## src/sarcs_cfg.svh

```systemverilog
`ifndef SARCS_CFG_SVH
`define SARCS_CFG_SVH

// ----------------------------------------
// Widths and codes
// ----------------------------------------
`define SARCS_RES_BITS      8
`define SARCS_MSB_IDX      3'h7
`define SARCS_CODE_ZERO    8'h00
`define SARCS_CODE_MSB     8'h80

// ----------------------------------------
// Timing, in ns at the 25 MHz clock
// ----------------------------------------
`define SARCS_CLK_NS        40
`define SARCS_CONV_PULSE_NS 500
`define SARCS_RESET_MAX_NS  1500
`define SARCS_CONV_MIN_NS   10000
`define SARCS_CONV_TYP_NS   20000
`define SARCS_CONV_MAX_NS   30000

// Least times round up, longest times round down
`define SARCS_CONV_PULSE_CYC ((`SARCS_CONV_PULSE_NS + `SARCS_CLK_NS - 1) / `SARCS_CLK_NS)
`define SARCS_RESET_MAX_CYC  (`SARCS_RESET_MAX_NS / `SARCS_CLK_NS)
`define SARCS_CONV_MIN_CYC   ((`SARCS_CONV_MIN_NS + `SARCS_CLK_NS - 1) / `SARCS_CLK_NS)
`define SARCS_CONV_TYP_CYC   (`SARCS_CONV_TYP_NS / `SARCS_CLK_NS)
`define SARCS_CONV_MAX_CYC   (`SARCS_CONV_MAX_NS / `SARCS_CLK_NS)
// One bit trial period, so eight trials land near the typical time
`define SARCS_STEP_CYC       (`SARCS_CONV_TYP_CYC / `SARCS_RES_BITS)

`endif

```

## src/sarcs_pkg.sv

```systemverilog
package sarcs_pkg;

   // ----------------------------------------
   // Sequencer states
   // ----------------------------------------
   typedef enum logic [1:0] {
      SARCS_IDLE  = 2'h0,
      SARCS_ARMED = 2'h1,
      SARCS_RUN   = 2'h2,
      SARCS_DONE  = 2'h3
   } sarcs_state_t;

   // ----------------------------------------
   // One-hot mask of a bit position
   // ----------------------------------------
   function automatic logic [7:0] sarcs_bit_mask(input logic [2:0] idx);
      sarcs_bit_mask = 8'h01 << idx;
   endfunction

endpackage

```

## src/sarcs_sequencer.sv

```systemverilog
// Functional notes
// [RULE1] Host holds convert high at least 500 ns before dropping it.
// [RULE2] Convert rising edge clears sequencing and raises done_n within 1.5 us.
// [RULE3] Bit trials start on the convert falling edge only.
// [RULE4] Trial bits run from most to least significant of eight.
// [RULE5] A trial bit is cleared when the DAC sum exceeds the input.
// [RULE6] After the last trial done_n falls; the code is at the buffers. The final code reaches o_data one cycle after done_n falls.
// [RULE7] Enable low after done drives all eight result bits out.
// [RULE8] Enable high floats the data outputs; host releases it before converting.
// [RULE9] Start to done lasts between 10 and 30 us, 20 typical.
// [RULE10] Unipolar gives straight binary, bipolar gives offset binary.
// [RULE11] Range input open adds MSB less half LSB offset, bipolar range.
// [RULE12] Range input grounded for the whole conversion selects unipolar.
// [RULE13] Bipolar: minus full scale 00h, zero 80h, plus full scale FFh.
// [RULE14] Result stays in the register until the next convert pulse.
`timescale 1ns/1ps
`default_nettype none
`include "sarcs_cfg.svh"

module sarcs_sequencer
   import sarcs_pkg::*;
#(
   parameter int STEP_CYC = `SARCS_STEP_CYC
)
(
   input  wire logic       i_clk,
   input  wire logic       i_reset,
   input  wire logic       i_convert,
   input  wire logic       i_comp_gt,
   input  wire logic       i_range_open,
   input  wire logic       i_data_enable_n,
   output logic            o_conversion_done_n,
   output logic      [7:0] o_dac_code,
   output logic            o_bipolar_offset_en,
   output logic      [7:0] o_data,
   output logic            o_data_oe
);

   // ----------------------------------------
   // Declarations
   // ----------------------------------------
   localparam logic [9:0] STEP_LAST = 10'(STEP_CYC - 1);

   // Sequencer
   sarcs_state_t state_reg;
   sarcs_state_t state_next;

   // Convert edges
   logic         conv_prev_reg;
   logic         conv_rise;
   logic         conv_fall;

   // Trials
   logic   [2:0] bit_idx_reg;
   logic   [9:0] step_cnt_reg;
   logic         step_end;
   logic         trial_clear;
   logic         trial_load;
   logic         trial_decide;
   logic         last_decide;
   logic   [7:0] trial_code;

   // Output registers
   logic         done_n_reg;
   logic         range_reg;
   logic   [7:0] data_reg;
   logic         data_oe_reg;

   // ----------------------------------------
   // Decode helpers
   // ----------------------------------------
   // Shared so state, index and flag agree on the last trial
   function automatic logic is_last_bit(input logic [2:0] idx);
      is_last_bit = (idx == 3'h0);
   endfunction

   // ----------------------------------------
   // Convert edge detection
   // ----------------------------------------
   // Resets to the idle low level, so no false rise follows reset
   always_ff @(posedge i_clk)
   begin
      if (i_reset)
      begin
         conv_prev_reg <= 1'b0;
      end
      else
      begin
         conv_prev_reg <= i_convert;
      end
   end

   // ----------------------------------------
   // Edge decode
   // ----------------------------------------
   // Pulse width is the host's duty; any high level arms
   assign conv_rise = i_convert & ~conv_prev_reg; // RULE2
   assign conv_fall = ~i_convert & conv_prev_reg; // RULE1

   // ----------------------------------------
   // Sequencer state
   // ----------------------------------------
   // Last cycle of one trial period
   assign step_end = (step_cnt_reg == STEP_LAST);

   always_comb
   begin
      state_next = state_reg;
      unique case (state_reg)
         SARCS_IDLE:
         begin
            if (conv_rise)
            begin
               state_next = SARCS_ARMED;
            end
         end
         SARCS_ARMED:
         begin
            // A fall outside this state is ignored
            if (conv_fall)
            begin
               state_next = SARCS_RUN; // RULE3
            end
         end
         SARCS_RUN:
         begin
            if (conv_rise)
            begin
               state_next = SARCS_ARMED;
            end
            else if (last_decide)
            begin
               state_next = SARCS_DONE; // RULE6
            end
         end
         SARCS_DONE:
         begin
            if (conv_rise)
            begin
               state_next = SARCS_ARMED;
            end
         end
      endcase
   end

   // ----------------------------------------
   // State register
   // ----------------------------------------
   // A convert rise restarts from any state
   always_ff @(posedge i_clk)
   begin
      if (i_reset)
      begin
         state_reg <= SARCS_IDLE;
      end
      else
      begin
         state_reg <= state_next;
      end
   end

   // ----------------------------------------
   // Trial control
   // ----------------------------------------
   // A rising edge restarts even mid-sequence, as the part's logic does
   assign trial_clear  = conv_rise; // RULE2
   assign trial_load   = (state_reg == SARCS_ARMED) && conv_fall; // RULE3
   assign trial_decide = (state_reg == SARCS_RUN) && !conv_rise && step_end; // RULE5
   assign last_decide  = trial_decide && is_last_bit(bit_idx_reg); // RULE6

   // ----------------------------------------
   // Trial period counter
   // ----------------------------------------
   // Fixed trial period keeps 8 trials inside the window
   // Reloaded by each start, so a restart begins a full period
   always_ff @(posedge i_clk)
   begin
      if (i_reset || trial_load || trial_decide)
      begin
         step_cnt_reg <= 10'h000; // RULE9
      end
      else if (state_reg == SARCS_RUN)
      begin
         step_cnt_reg <= step_cnt_reg + 10'h001;
      end
   end

   // ----------------------------------------
   // Bit index
   // ----------------------------------------
   // Stops at the LSB; the ready flag takes over from there
   always_ff @(posedge i_clk)
   begin
      if (i_reset || trial_load)
      begin
         bit_idx_reg <= `SARCS_MSB_IDX; // RULE4
      end
      else if (trial_decide && !is_last_bit(bit_idx_reg))
      begin
         bit_idx_reg <= bit_idx_reg - 3'h1; // RULE4
      end
   end

   // ----------------------------------------
   // Trial register
   // ----------------------------------------
   // Code register sits in the trial unit, so the DAC code is a flop
   sarcs_trial_reg u_trial
   (
      .i_clk      (i_clk),
      .i_reset    (i_reset),
      .i_clear    (trial_clear),
      .i_load_msb (trial_load),
      .i_decide   (trial_decide),
      .i_comp_gt  (i_comp_gt),
      .i_bit_idx  (bit_idx_reg),
      .o_code     (trial_code)
   );

   // ----------------------------------------
   // Ready flag
   // ----------------------------------------
   // Not ready out of reset: no valid code yet
   // A cut run never reaches the last trial, so never reports done
   always_ff @(posedge i_clk)
   begin
      if (i_reset || conv_rise)
      begin
         done_n_reg <= 1'b1; // RULE2
      end
      else if (last_decide)
      begin
         done_n_reg <= 1'b0; // RULE6
      end
   end

   // ----------------------------------------
   // Range select
   // ----------------------------------------
   // Latched at start so a mid-conversion change cannot corrupt it
   always_ff @(posedge i_clk)
   begin
      if (i_reset)
      begin
         range_reg <= 1'b0;
      end
      else if (trial_load)
      begin
         range_reg <= i_range_open; // RULE11
      end
   end

   // ----------------------------------------
   // Offset switch
   // ----------------------------------------
   // Offset is analog; the SAR code itself gives the offset binary
   // mapping 00h, 80h, FFh across the bipolar span
   assign o_bipolar_offset_en = range_reg; // RULE10 RULE13

   // ----------------------------------------
   // Output buffers
   // ----------------------------------------
   // One cycle behind the code, so the pins stay flop driven
   always_ff @(posedge i_clk)
   begin
      if (i_reset)
      begin
         data_reg <= `SARCS_CODE_ZERO;
      end
      else
      begin
         data_reg <= trial_code; // RULE7
      end
   end

   // ----------------------------------------
   // Output enable
   // ----------------------------------------
   // Not gated by ready: an early read sees the trial code
   always_ff @(posedge i_clk)
   begin
      if (i_reset)
      begin
         data_oe_reg <= 1'b0; // RULE8
      end
      else
      begin
         data_oe_reg <= ~i_data_enable_n; // RULE7 RULE8
      end
   end

   // ----------------------------------------
   // Outputs
   // ----------------------------------------
   // Every output leaves straight from a flop
   assign o_conversion_done_n = done_n_reg;
   assign o_dac_code          = trial_code;
   assign o_data              = data_reg;
   assign o_data_oe           = data_oe_reg;

endmodule
`default_nettype wire

```

## src/sarcs_trial_reg.sv

```systemverilog
`timescale 1ns/1ps
`default_nettype none
`include "sarcs_cfg.svh"

module sarcs_trial_reg
   import sarcs_pkg::*;
(
   input  wire logic       i_clk,
   input  wire logic       i_reset,
   input  wire logic       i_clear,
   input  wire logic       i_load_msb,
   input  wire logic       i_decide,
   input  wire logic       i_comp_gt,
   input  wire logic [2:0] i_bit_idx,
   output logic      [7:0] o_code
);

   logic [7:0] code_reg;
   logic [7:0] code_next;

   // ----------------------------------------
   // Trial decision
   // ----------------------------------------
   always_comb
   begin
      code_next = code_reg;
      if (i_comp_gt)
      begin
         code_next = code_next & ~sarcs_bit_mask(i_bit_idx); // RULE5
      end
      if (i_bit_idx != 3'h0)
      begin
         code_next = code_next | sarcs_bit_mask(i_bit_idx - 3'h1); // RULE4
      end
   end

   // Untouched outside a sequence, so the result holds
   always_ff @(posedge i_clk)
   begin
      if (i_reset || i_clear)
      begin
         code_reg <= `SARCS_CODE_ZERO; // RULE2
      end
      else if (i_load_msb)
      begin
         code_reg <= `SARCS_CODE_MSB; // RULE4
      end
      else if (i_decide)
      begin
         code_reg <= code_next; // RULE14
      end
   end

   assign o_code = code_reg;

endmodule
`default_nettype wire

```

## config.mk

```make
export PLATFORM = sky130hd
export DESIGN_NAME = sarcs_sequencer
export DESIGN_NICKNAME = d
export VERILOG_FILES = /design/src/sarcs_pkg.sv /design/src/sarcs_sequencer.sv /design/src/sarcs_trial_reg.sv
export VERILOG_INCLUDE_DIRS = /design/src
export SDC_FILE = /design/constraint.sdc
export NUM_CORES = 1
export LEC_CHECK = 0
export ABC_AREA = 1
export ABC_CLOCK_PERIOD_IN_PS = 1880
export BUFFER_PORTS_ARGS = -buffer_cell sky130_fd_sc_hd__buf_4
export CAP_MARGIN = 10
export CORE_AREA = 2 2 62 64
export CTS_CLUSTER_SIZE = 12
export DETAILED_ROUTE_END_ITERATION = 10
export DIE_AREA = 0 0 64 66
export PLACE_DENSITY = 0.66
export SETUP_SLACK_MARGIN = 0.5
export SYNTH_ARGS = -nofsm -noshare
export SYNTH_HDL_FRONTEND = slang
export SYNTH_HIERARCHICAL = 1
export SYNTH_SLANG_ARGS = --single-unit
```

## constraint.sdc

```tcl
create_clock -name i_clk -period 1.88 [get_ports i_clk]
set_clock_uncertainty 0.1 [all_clocks]
set_input_delay 0.282 -clock i_clk [delete_from_list [all_inputs] [get_ports i_clk]]
set_output_delay 0.282 -clock i_clk [all_outputs]
set_load 0.02 [all_outputs]
```

== After elaboration in Yosys (flattened, before gate mapping) ==
Cells that the tools add are included.

* Bits in registers: 35
* Input port bits: 6
* Output and inout bits: 19

* Add/sub/neg operators: 2
* Equal/unequal tests: 7
* Shift-type cells: 2
* Muxes and demuxes: 9
* Bitwise logic cells: 8
* Reduce and logical (&&, ||, !) cells: 17

{| class="wikitable"
|+ Operators with widths
! operator !! count
|-
| two-way mux 8 bit || 4
|-
| left shift 1 x 3 -> 8 bit, first input constant || 2
|-
| adder 10 x 1 -> 10 bit, second input constant || 1
|-
| equality test 10 x 6 -> 1 bit, second input constant || 1
|-
| AND 8 bit || 1
|-
| two-way mux 2 bit || 4
|-
| inverter 8 bit || 1
|-
| bitwise OR 8 bit || 1
|-
| case mux 2 bit (3 select lines) || 1
|-
| logical AND 1 bit || 5
|-
| equality test 2 bit, second input constant || 2
|-
| OR reduction 2 bit || 2
|-
| zero test 3 bit || 1
|-
| logical OR 1 bit || 3
|-
| != test 3 bit, second input constant || 1
|-
| inverter 1 bit || 3
|-
| AND reduction 3 bit || 1
|-
| nonzero test 3 bit || 1
|-
| subtractor 3 x 1 -> 3 bit, second input constant || 1
|-
| AND 1 bit || 2
|-
| equality test 2 x 1 -> 1 bit, second input constant || 1
|-
| zero test 1 bit || 2
|-
| zero test 2 bit || 1
|-
| != test 2 x 1 -> 1 bit, second input constant || 1
|-
| 2 further kinds || 2
|}

== Depth between registers and ports, before layout ==
Gate-level depths: netlist of run 1.

* Word-level depth: 9
* Depth in mapped cells: 11

== By module ==
The synthesis of run 1 kept the hierarchy.

{| class="wikitable"
|+ By module, submodules not included
! module !! times used !! cells an instance !! area an instance (um2) !! sequential area each (um2)
|-
| sarcs_sequencer || 1 || 159 || 1204.9 || 540.5
|-
| sarcs_trial_reg || 1 || 56 || 384.1 || 160.2
|}

== Worst setup path after synthesis of run 1 ==
OpenSTA, ideal clock, no wires.

* Path kind: register to register
* From: register state_reg[0]
* To: register u_trial.code_reg[3] (netlist: u_trial/o_code[3])
* Library setup time: 125 ps
* Arrival: 1358 ps
* Data required time: 1655 ps
* Path slack: 297 ps
* Cell stages (with the launch flop): 12
* Path through: dfxtp_1 inv_1 ha_1 nand2_1 nor2_2 nand2_1 inv_2 inv_2 nor2_2 nand3_1 nand2_1 a21oi_1

* Longest elaborated chain between the ends: 3
* Elaborated cells on any way between the ends: 6

{| class="wikitable"
|+ RTL lines
! item !! line !! RTL
|-
| start, declared || sarcs_sequencer.sv:45 || <nowiki>sarcs_state_t state_reg;</nowiki>
|-
| start signal, assigned || sarcs_sequencer.sv:158 || <nowiki>state_reg <= state_next;</nowiki>
|-
| equality test 2 bit || sarcs_sequencer.sv:168 || <nowiki>assign trial_decide = (state_reg == SARCS_RUN) && !conv_rise && step_end;</nowiki>
|-
| logical AND 1 bit (2 in series) || sarcs_sequencer.sv:168 ||
|-
| named net trial_decide || sarcs_sequencer.sv:59 || <nowiki>logic trial_decide;</nowiki>
|-
| end signal, assigned || sarcs_trial_reg.sv:42 || <nowiki>code_reg <= `SARCS_CODE_ZERO;</nowiki>
|-
| end signal, assigned || sarcs_trial_reg.sv:46 || <nowiki>code_reg <= `SARCS_CODE_MSB;</nowiki>
|-
| end signal, assigned || sarcs_trial_reg.sv:50 || <nowiki>code_reg <= code_next;</nowiki>
|-
| end, declared || sarcs_trial_reg.sv:18 || <nowiki>logic [7:0] code_reg;</nowiki>
|}

The timed path passes the listed nets, and every way through them passes these cells.
A chain may end at the register's enable or synchronous reset.

== Worst setup path in the final report of run 1 ==
* From: register state_reg[0]
* To: register step_cnt_reg[1]

* Longest elaborated chain between the ends: 4
* Elaborated cells on any way between the ends: 7

{| class="wikitable"
|+ RTL lines
! item !! line !! RTL
|-
| equality test 2 bit || sarcs_sequencer.sv:168 ||
|-
| logical AND 1 bit (2 in series) || sarcs_sequencer.sv:168 ||
|-
| named net trial_decide || sarcs_sequencer.sv:59 ||
|-
| logical OR 1 bit || sarcs_sequencer.sv:178 || <nowiki>if (i_reset || trial_load || trial_decide)</nowiki>
|-
| end signal, assigned || sarcs_sequencer.sv:184 || <nowiki>step_cnt_reg <= step_cnt_reg + 10'h001;</nowiki>
|-
| end, declared || sarcs_sequencer.sv:55 || <nowiki>logic [9:0] step_cnt_reg;</nowiki>
|}

The timed path passes the listed nets, and every way through them passes these cells.

==> results.ini, run 1 <==
[run]
drv_cap = 0

[power_and_ir_drop]
p_int_uw = 1255
power_frac_clock_pct = 30.5
power.switching_uw = 523.9
ir_drop_mv = 0.6248
switching_share_pct = 29.45
pwr-share-comb_pct = 23.8
power_frac_seq_pct = 45.8
p_per_area_mw_per_mm2 = 792.3
power_uw = 1779
leakage_uw = 0.0009773

[worst_setup_path]
cp_max_fo = 6
crit_path_end_kind = register
path_class = register to register
startpoint_type = register
cp.arrival_ns = 1.68
cp_data_required_time_ns = 2.07

[route]
drtAntennaViolNets = 0
first_pass_iters = 5
routed-via-count = 1402
wl_um = 3356
drt_iter0_markers = 27
route.detailed.drc = 0
wl_per_cell_um = 10.86
viasPerCell = 4.537

[outcome]
outcome = complete, no violations

[grt]
antenna_found_initial = 0
use_met1_pct = 19.83
grt-ovfl-total = 0
grt_util_met2_pct = 29.17
grt_max_degree = 15
globalRoute.busiestLayer = met2
grt_use_total_pct = 17.09
grt_pass1_wl_um = 5540
grtUsageMet3_pct = 3.578
grt_pass1_vias = 1316

[placed_design]
gp_congestion = 0.8686
post-dp-hpwl_um = 2231
dp.cells = 287
port-buffer-count = 24

[cts]
htree_levels = 2
cts_buffers = 5
cts_buffer_depth = 2
cts_root_buffer = clkbuf_4
numClockSinks = 35
cts_tree = built
path_clk_slew_ns = 0.11
clkLatencyLatePin_ns = 0.35

[sta]
drv_slew = 0
final-setup-viol-count = 0
worst_slew_pin_slew_ns = 0.2371
maxSlewHeadroom_pct = 84.16
max_freq_mhz = 674.4
hold_violations = 0
finalCritPeriodShare_pct = 78.88
rsz0062_at_grt = true
whs_ns = 0.07390
finalSetupTns_ns = 0
layout_min_cycle_time_ns = 1.483

[synth]
synth_top_area_share_pct = 44.09
synth-seq-cells = 35
synth_nets = 228
seq_area_frac_synth_pct = 44.09
synth_common_cells = inv_1, nand2_1, dfxtp_1
synth.most_common_cell = inv_1
synth-warning-count = 6
ys_top_cells_by_area = dfxtp_1, inv_1, nand2_1
ys_types = 26
synthCells = 215
async_reset_ff_share_pct = 0
synth_top_area_cell = dfxtp_1
ys.flop_type = dfxtp_1
synth_edf_count = 0
postSynthAreaPerCell_sq_um = 7.391
synthesis.area_sq_mm = 0.001589

[floorplan]
core_sq_mm = 0.003551
die_w_um = 64
fp-row-count = 22
start_util_pct = 44.75
io_pins = 25
die_y_um = 66
die_area_sq_mm = 0.004224

[cells_and_area]
multi_input_area_sq_um = 889.6
antennaDiodeCount = 0
instances_no_fill = 309
drive_above_1_share_pct = 44.06
syn_to_final_growth_pct = 41.34
fillers = 316
register_area_sq_um = 721.9
largest_reg_flops = 10
nNetsFinal = 273

[min_path]
worstHoldPathType = primary input to register

==> layout make-up <==
class / count / area share (%)
multi-input combinational: 130 / 39.61
timing repair buffer: 39 / 13.31
sequential: 35 / 32.14
inverter: 49 / 8.635
clock inverter: 3 / 1.950
tap: 48 / 2.674
clock buffer: 5 / 1.671
==> cells in the final DEF, fill, tap and decap left out, types with 2 or more instances in the layout <==
| cell type | synthesis | layout |
|---|---|---|
| buf_4 | 0 | 37 |
| inv_1 | 39 | 32 |
| nand2_1 | 37 | 32 |
| dfxtp_1 | 35 | 24 |
| nor2_1 | 21 | 16 |
| inv_2 | 8 | 12 |
| a21oi_1 | 14 | 10 |
| dfxtp_2 | 0 | 8 |
| nand3_2 | 2 | 6 |
| nand2_2 | 3 | 6 |
| nor2_4 | 1 | 6 |
| nand3_1 | 13 | 6 |
| nor2_2 | 5 | 5 |
| o21ai_2 | 0 | 5 |
| clkbuf_4 | 0 | 5 |
| a21oi_2 | 0 | 4 |
| ha_1 | 7 | 4 |
| nand3_4 | 0 | 3 |
| xor2_1 | 3 | 3 |
| o21ai_1 | 4 | 3 |
| nor3_2 | 1 | 3 |
| dfxtp_4 | 0 | 3 |
| o21bai_1 | 3 | 3 |
| nand2_4 | 0 | 2 |
| clkinv_4 | 0 | 2 |
| inv_4 | 0 | 2 |
| xnor2_1 | 2 | 2 |
| o211ai_1 | 2 | 2 |
| ha_4 | 0 | 2 |
| clkinv_1 | 2 | 2 |
==> final timing paths <==
kind                            slack (ns)              end              start  cells past startpoint
worst max-delay path                  0.40  step_cnt_reg[1]       state_reg[0]                      9
worst min register to register        0.34        o_data[0]  u_trial/o_code[0]                      2
worst max register to register        0.40  step_cnt_reg[1]       state_reg[0]                      9
worst min-delay path                  0.07    conv_prev_reg          i_convert                      3
==> critical path, cell delays in order (launching register included) <==
cell	delay [ns]
dfxtp_2	0.37
inv_2	0.05
ha_4	0.17
nand2_4	0.07
nor2_4	0.04
nand2_2	0.08
clkinv_4	0.10
nor2_4	0.22
buf_6	0.13
o21a_1	0.10
==> through the flow <==
stage / utilization (%) / setup WS (ns) / cell area (sq um)
2_1_floorplan: - / 0.4205 / 1633
3_3_place_gp: 52.85 / 0.3124 / 1877
3_5_place_dp: 52.85 / 0.2885 / 1877
4_1_cts: 59.69 / 0.3997 / 2120
5_1_grt: 63.25 / 0.2987 / 2246
6_report: 63.25 / 0.3971 / 2246
==> power by group through the flow <==
stage               clock, uW  sequential, uW  combinational, uW
finish                    543             814                423
detailed placement          0             841                284
global route              602             819                479
floorplan                   0             838                224
global placement            0             842                281
CTS                       561             814                352
==> layer usage <==
metal	share of wire (%)	routed length [um]
met3	4.0	133
met5	0	0
met1	44	1478
met2	50	1680
met4	1.9	63
==> kinds of logic after synthesis <==
family / count (synthesis) / synth area share [%]
and+or+nand+nor: 88 / 25.35
buffers and inverters: 50 / 11.81
DFF: 35 / 44.09
AOI/OAI and AO/OA: 30 / 10.47
adders and majority gates: 7 / 5.512
xor gates and xnor gates: 5 / 2.756
==> timing repair <==
action                                  in CTS  in global routing
endpoints found under the hold margin        1                  0
gates resized for setup                     28                 31
hold buffers                                 1                  0
setup buffers                                9                  4
gates cloned                                 0                  0
pin swaps                                   10                 11
endpoints found under the setup margin      22                 23
(Power assumes the default switching activity.)
==> run 2: changes to the inputs <==
ABC_CLOCK_PERIOD_IN_PS = 1400   (was 1880)
clock period = 1.4 ns   (was 1.88 ns; I/O delays follow)
==> results.ini, run 2 (synthesized netlist as in run 1, its figures left out) <==
[worst_setup_path]
cp.arrival_ns = 1.71
cpPeakStageDelay_ns = 0.34
crit_path_frequent_cell = nand3_4
cp_cell_sequence = inv_2, ha_4, nand3_4, nor2_4, nand2_2, clkinv_4, nand3_4, o21bai_1, a21oi_1
r2r-start = step_cnt_reg[1]
crit_path_end_kind = register
startpoint_type = register
crit_slowest_cell = dfxtp_2
r2r-end = u_trial/o_code[0]
cp_max_fo = 6
cp-endpoint = u_trial/o_code[0]
critPathLaunch = step_cnt_reg[1]
cp_data_required_time_ns = 1.54
reg2regPathDepth = 9
r2r_slack_ns = -0.17
path_class = register to register

[grt]
grt_use_total_pct = 18.97
grt-ovfl-total = 0
grt_pass1_wl_um = 6272
antenna_found_initial = 0
grt_pass1_vias = 1496
grt_max_degree = 15

[cells_and_area]
largest_reg_flops = 10
layout_commonest_cell = buf_4
register_area_sq_um = 740.7
syn_to_final_growth_pct = 68.82
antennaDiodeCount = 0
multi_input_area_sq_mm = 0.001010
post-route-util_pct = 75.55
nNetsFinal = 298
fin_area_sq_mm = 0.002683
drive_above_1_share_pct = 59.44
most-common-layout-cells = buf_4, inv_1, nand2_1, dfxtp_2, buf_6
fillers = 222

[cts]
cts_root_buffer = clkbuf_4
htree_levels = 2
path_clk_slew_ns = 0.11
cts_buffers = 5
numClockSinks = 35
clkLatencyLatePin_ns = 0.35
cts_buffer_depth = 2
cts_tree = built

[placed_design]
place_area_sq_mm = 0.002072
gp_congestion = 0.8383
pre_cts_ws_ns = -0.1233
port-buffer-count = 24
post-dp-hpwl_um = 2420

[power_and_ir_drop]
power.switching_uw = 812.1
pwr-share-comb_pct = 29.9
p_per_area_mw_per_mm2 = 1023
leakage_uw = 0.001162
power_frac_seq_pct = 39.5
p_int_uw = 1933
power_uw = 2745
power_frac_clock_pct = 30.5
ir_drop_mv = 0.9954
switching_share_pct = 29.59

[floorplan]
die_w_um = 64
io_pins = 25
core_sq_mm = 0.003551
fp-row-count = 22
die_area_sq_mm = 0.004224
die_y_um = 66
start_util_pct = 44.75

[sta]
max_freq_mhz = 637.2
worst_slew_pin_slew_ns = 0.3652
fin_ws_ns = -0.1693
hold_violations = 0
drv_slew = 0
maxSlewHeadroom_pct = 75.46
final-setup-viol-count = 19
finalCritPeriodShare_pct = 112.1
rsz0062_at_grt = true
finalSetupTns_ns = -1.240
layout_min_cycle_time_ns = 1.569

[route]
wl_um = 4225
route.detailed.drc = 0
routed-via-count = 1596
wl_per_cell_um = 12.65
first_pass_iters = 4
viasPerCell = 4.778
drt_iter0_markers = 69
drtAntennaViolNets = 0

[run]
drv_cap = 0

[outcome]
violations = setup timing
outcome = finished, violations left

[min_path]
worstHoldPathType = primary input to register

-- run 2: repair_timing --
item,4_1_cts,5_1_grt
gates resized for setup,68,42
endpoints found under the hold margin,2,0
setup buffers,12,3
endpoints found under the setup margin,44,44
hold buffers,2,0
pin swaps,13,24
-- run 2: power groups by stage --
stage / sequential (uW) / clock [uW] / combinational [uW]
finish: 1090 / 838 / 822
detailed placement: 1110 / 0 / 549
global route: 1090 / 890 / 903
CTS: 1090 / 847 / 655
floorplan: 1130 / 0 / 309
global placement: 1100 / 0 / 544
-- run 2: layout make-up --
cell class,count,share of cell area (%)
clock inverter,1,1.119
sequential,35,27.61
multi-input combinational,130,37.64
tap,48,2.239
clock buffer,7,2.472
timing repair buffer,64,21.50
inverter,49,7.416
-- run 2: stage by stage --
step	hold WS, ns	instances
finish	0.03308	334
global route	0.02735	334
CTS	0.02438	331
detailed placement	0.2672	309
global placement	0.2640	309
floorplan	0.1717	215
-- run 2: worst min-delay path by stage --
stage / startpoint / end / cells past startpoint
floorplan: i_reset / state_reg[0] / 1
global placement: i_data_enable_n / o_data_oe / 2
detailed placement: i_data_enable_n / o_data_oe / 2
CTS: i_reset / o_bipolar_offset_en / 2
global route: i_reset / o_data[2] / 2
finish: i_reset / o_bipolar_offset_en / 2
-- run 2: critical path, delay by kind of cell (launching register included) --
kind                       cells  cell delay [ns]
adders and majority gates      1             0.15
AOI/OAI and AO/OA              2             0.30
buffers and inverters          2             0.18
DFF                            1             0.34
and+or+nand+nor                4             0.40
-- run 2: layer usage --
layer	part of all wire, %	track usage, %
met1	40	20.19
met2	55	34.51
met3	3.6	6.303
met4	1.4	7.337
met5	0	0
==> run 3: changes to the inputs <==
ABC_CLOCK_PERIOD_IN_PS = 1300   (was 1400)
PLACE_DENSITY = 0.68   (was 0.66)
clock period = 1.3 ns   (was 1.4 ns; I/O delays follow)
==> results.ini, run 3 (synthesized netlist as in run 1, its figures left out) <==
[grt]
grt_pass1_wl_um = 5809
grt_max_degree = 12
grt_pass1_vias = 1416
grt_use_total_pct = 17.82
antenna_found_initial = 0
grt-ovfl-total = 0

[cts]
htree_levels = 2
cts_buffers = 5
path_clk_slew_ns = 0.10
postCtsHoldBufs = 1
cts_buffer_depth = 2
cts_root_buffer = clkbuf_4
numClockSinks = 35
cts_tree = built
clkLatencyLatePin_ns = 0.35

[route]
drtAntennaViolNets = 0
wl_um = 3435
wl_per_cell_um = 10.32
viasPerCell = 4.562
routed-via-count = 1519
first_pass_iters = 4
route.detailed.drc = 0
drt_iter0_markers = 61

[sta]
fin_ws_ns = -0.1947
finalCritPeriodShare_pct = 115.0
final-setup-viol-count = 23
whs_ns = -0.06209
maxSlewHeadroom_pct = 85.32
drv_slew = 0
worst_slew_pin_slew_ns = 0.2186
layout_min_cycle_time_ns = 1.495
max_freq_mhz = 669.0
hold_violations = 2
rsz0062_at_grt = true

[cells_and_area]
largest_reg_flops = 10
instances_no_fill = 333
drive_above_1_share_pct = 54.74
fillers = 279
syn_to_final_growth_pct = 58.66
layout_commonest_cell = buf_4
most-common-layout-cells = buf_4, nand2_1, inv_1, dfxtp_2, buf_6
nNetsFinal = 297
antennaDiodeCount = 0

[power_and_ir_drop]
ir_drop_mv = 1.003
leakage_uw = 0.001132
power_uw = 2780
p_per_area_mw_per_mm2 = 1103

[floorplan]
io_pins = 25
core_sq_mm = 0.003551
start_util_pct = 44.75
fp-row-count = 22
die_area_sq_mm = 0.004224
die_w_um = 64
die_y_um = 66

[worst_setup_path]
cp_data_required_time_ns = 1.47
crit_path_end_kind = register
cp.arrival_ns = 1.67
startpoint_type = register
path_class = register to register
cp_max_fo = 6

[placed_design]
gp_congestion = 0.8397
post-dp-hpwl_um = 2428
port-buffer-count = 24
dp.cells = 313
pre_cts_ws_ns = -0.2212

[run]
drv_cap = 0

[outcome]
outcome = finished, violations left
violations = hold timing, setup timing

[min_path]
worstHoldPathType = primary input to register

## run 3: cell types whose count changed in the layout (fill, tap and decap cells not counted), sizes merged
cell / change
inv: +1
dlygate4sd3: -1
clkinv: -1
## run 3: timing repair
item / in CTS / in global routing
pin swaps: 22 / 2
gates resized for setup: 59 / 19
endpoints found under the setup margin: 44 / 44
gates cloned: 0 / 0
endpoints found under the hold margin: 4 / 3
buffers inserted: 10 / 1
## run 3: area by class of cell
| cell class | count | area [sq um] | area share (%) |
|---|---|---|---|
| multi-input cells | 130 | 882.1 | 34.99 |
| flip-flops and latches | 35 | 744.5 | 29.53 |
| repair buffers | 63 | 554.3 | 21.99 |
| inverters | 49 | 183.9 | 7.295 |
| clock buffers | 7 | 66.31 | 2.630 |
| well taps | 48 | 60.06 | 2.382 |
| clock inverters | 1 | 30.03 | 1.191 |
## run 3: path summary, 6_finish.rpt
kind | from | endpoint | slack (ns) | cells after the start
worst min register to register | u_trial/o_code[1] | o_data[1] | 0.35 | 2
worst max register to register | state_reg[0] | step_cnt_reg[5] | -0.19 | 10
worst min-delay path | i_reset | state_reg[0] | -0.06 | 2
worst max-delay path | state_reg[0] | step_cnt_reg[5] | -0.19 | 10
## run 3: metal layers
layer / global-route usage (%) / vias to the layer above / part of all wire [%]
li1: - / 802 / -
met1: 21.08 / 687 / 46
met2: 30.60 / 22 / 49
met3: 4.089 / 8 / 3.7
met4: 8.152 / 0 / 1.9
met5: 0 / - / 0
## run 3: stage by stage
stage / area, sq um / TNS, ns / util, %
floorplan: 1650 / -0.8135 / -
global placement: 2090 / -2.524 / 58.84
detailed placement: 2090 / -2.927 / 58.84
CTS: 2442 / -2.332 / 68.78
global route: 2521 / -5.503 / 71.00
finish: 2521 / -3.191 / 71.00
## run 3: where the power goes
part | switching [uW] | leakage, uW | internal, uW
logic | 355 | 0.000786 | 351
registers | 42.3 | 0.000295 | 1130
clock network | 380 | 0.0000506 | 523
## run 3: critical path, cell delays in order (launching register included)
cell and delay [ns]:
dfxtp_2 0.36, inv_2 0.04, ha_4 0.16, nand2_2 0.06, nor2_2 0.05, nand2_1 0.07, inv_2 0.07, buf_4 0.14
nor2_4 0.18, inv_2 0.09, a21oi_2 0.11
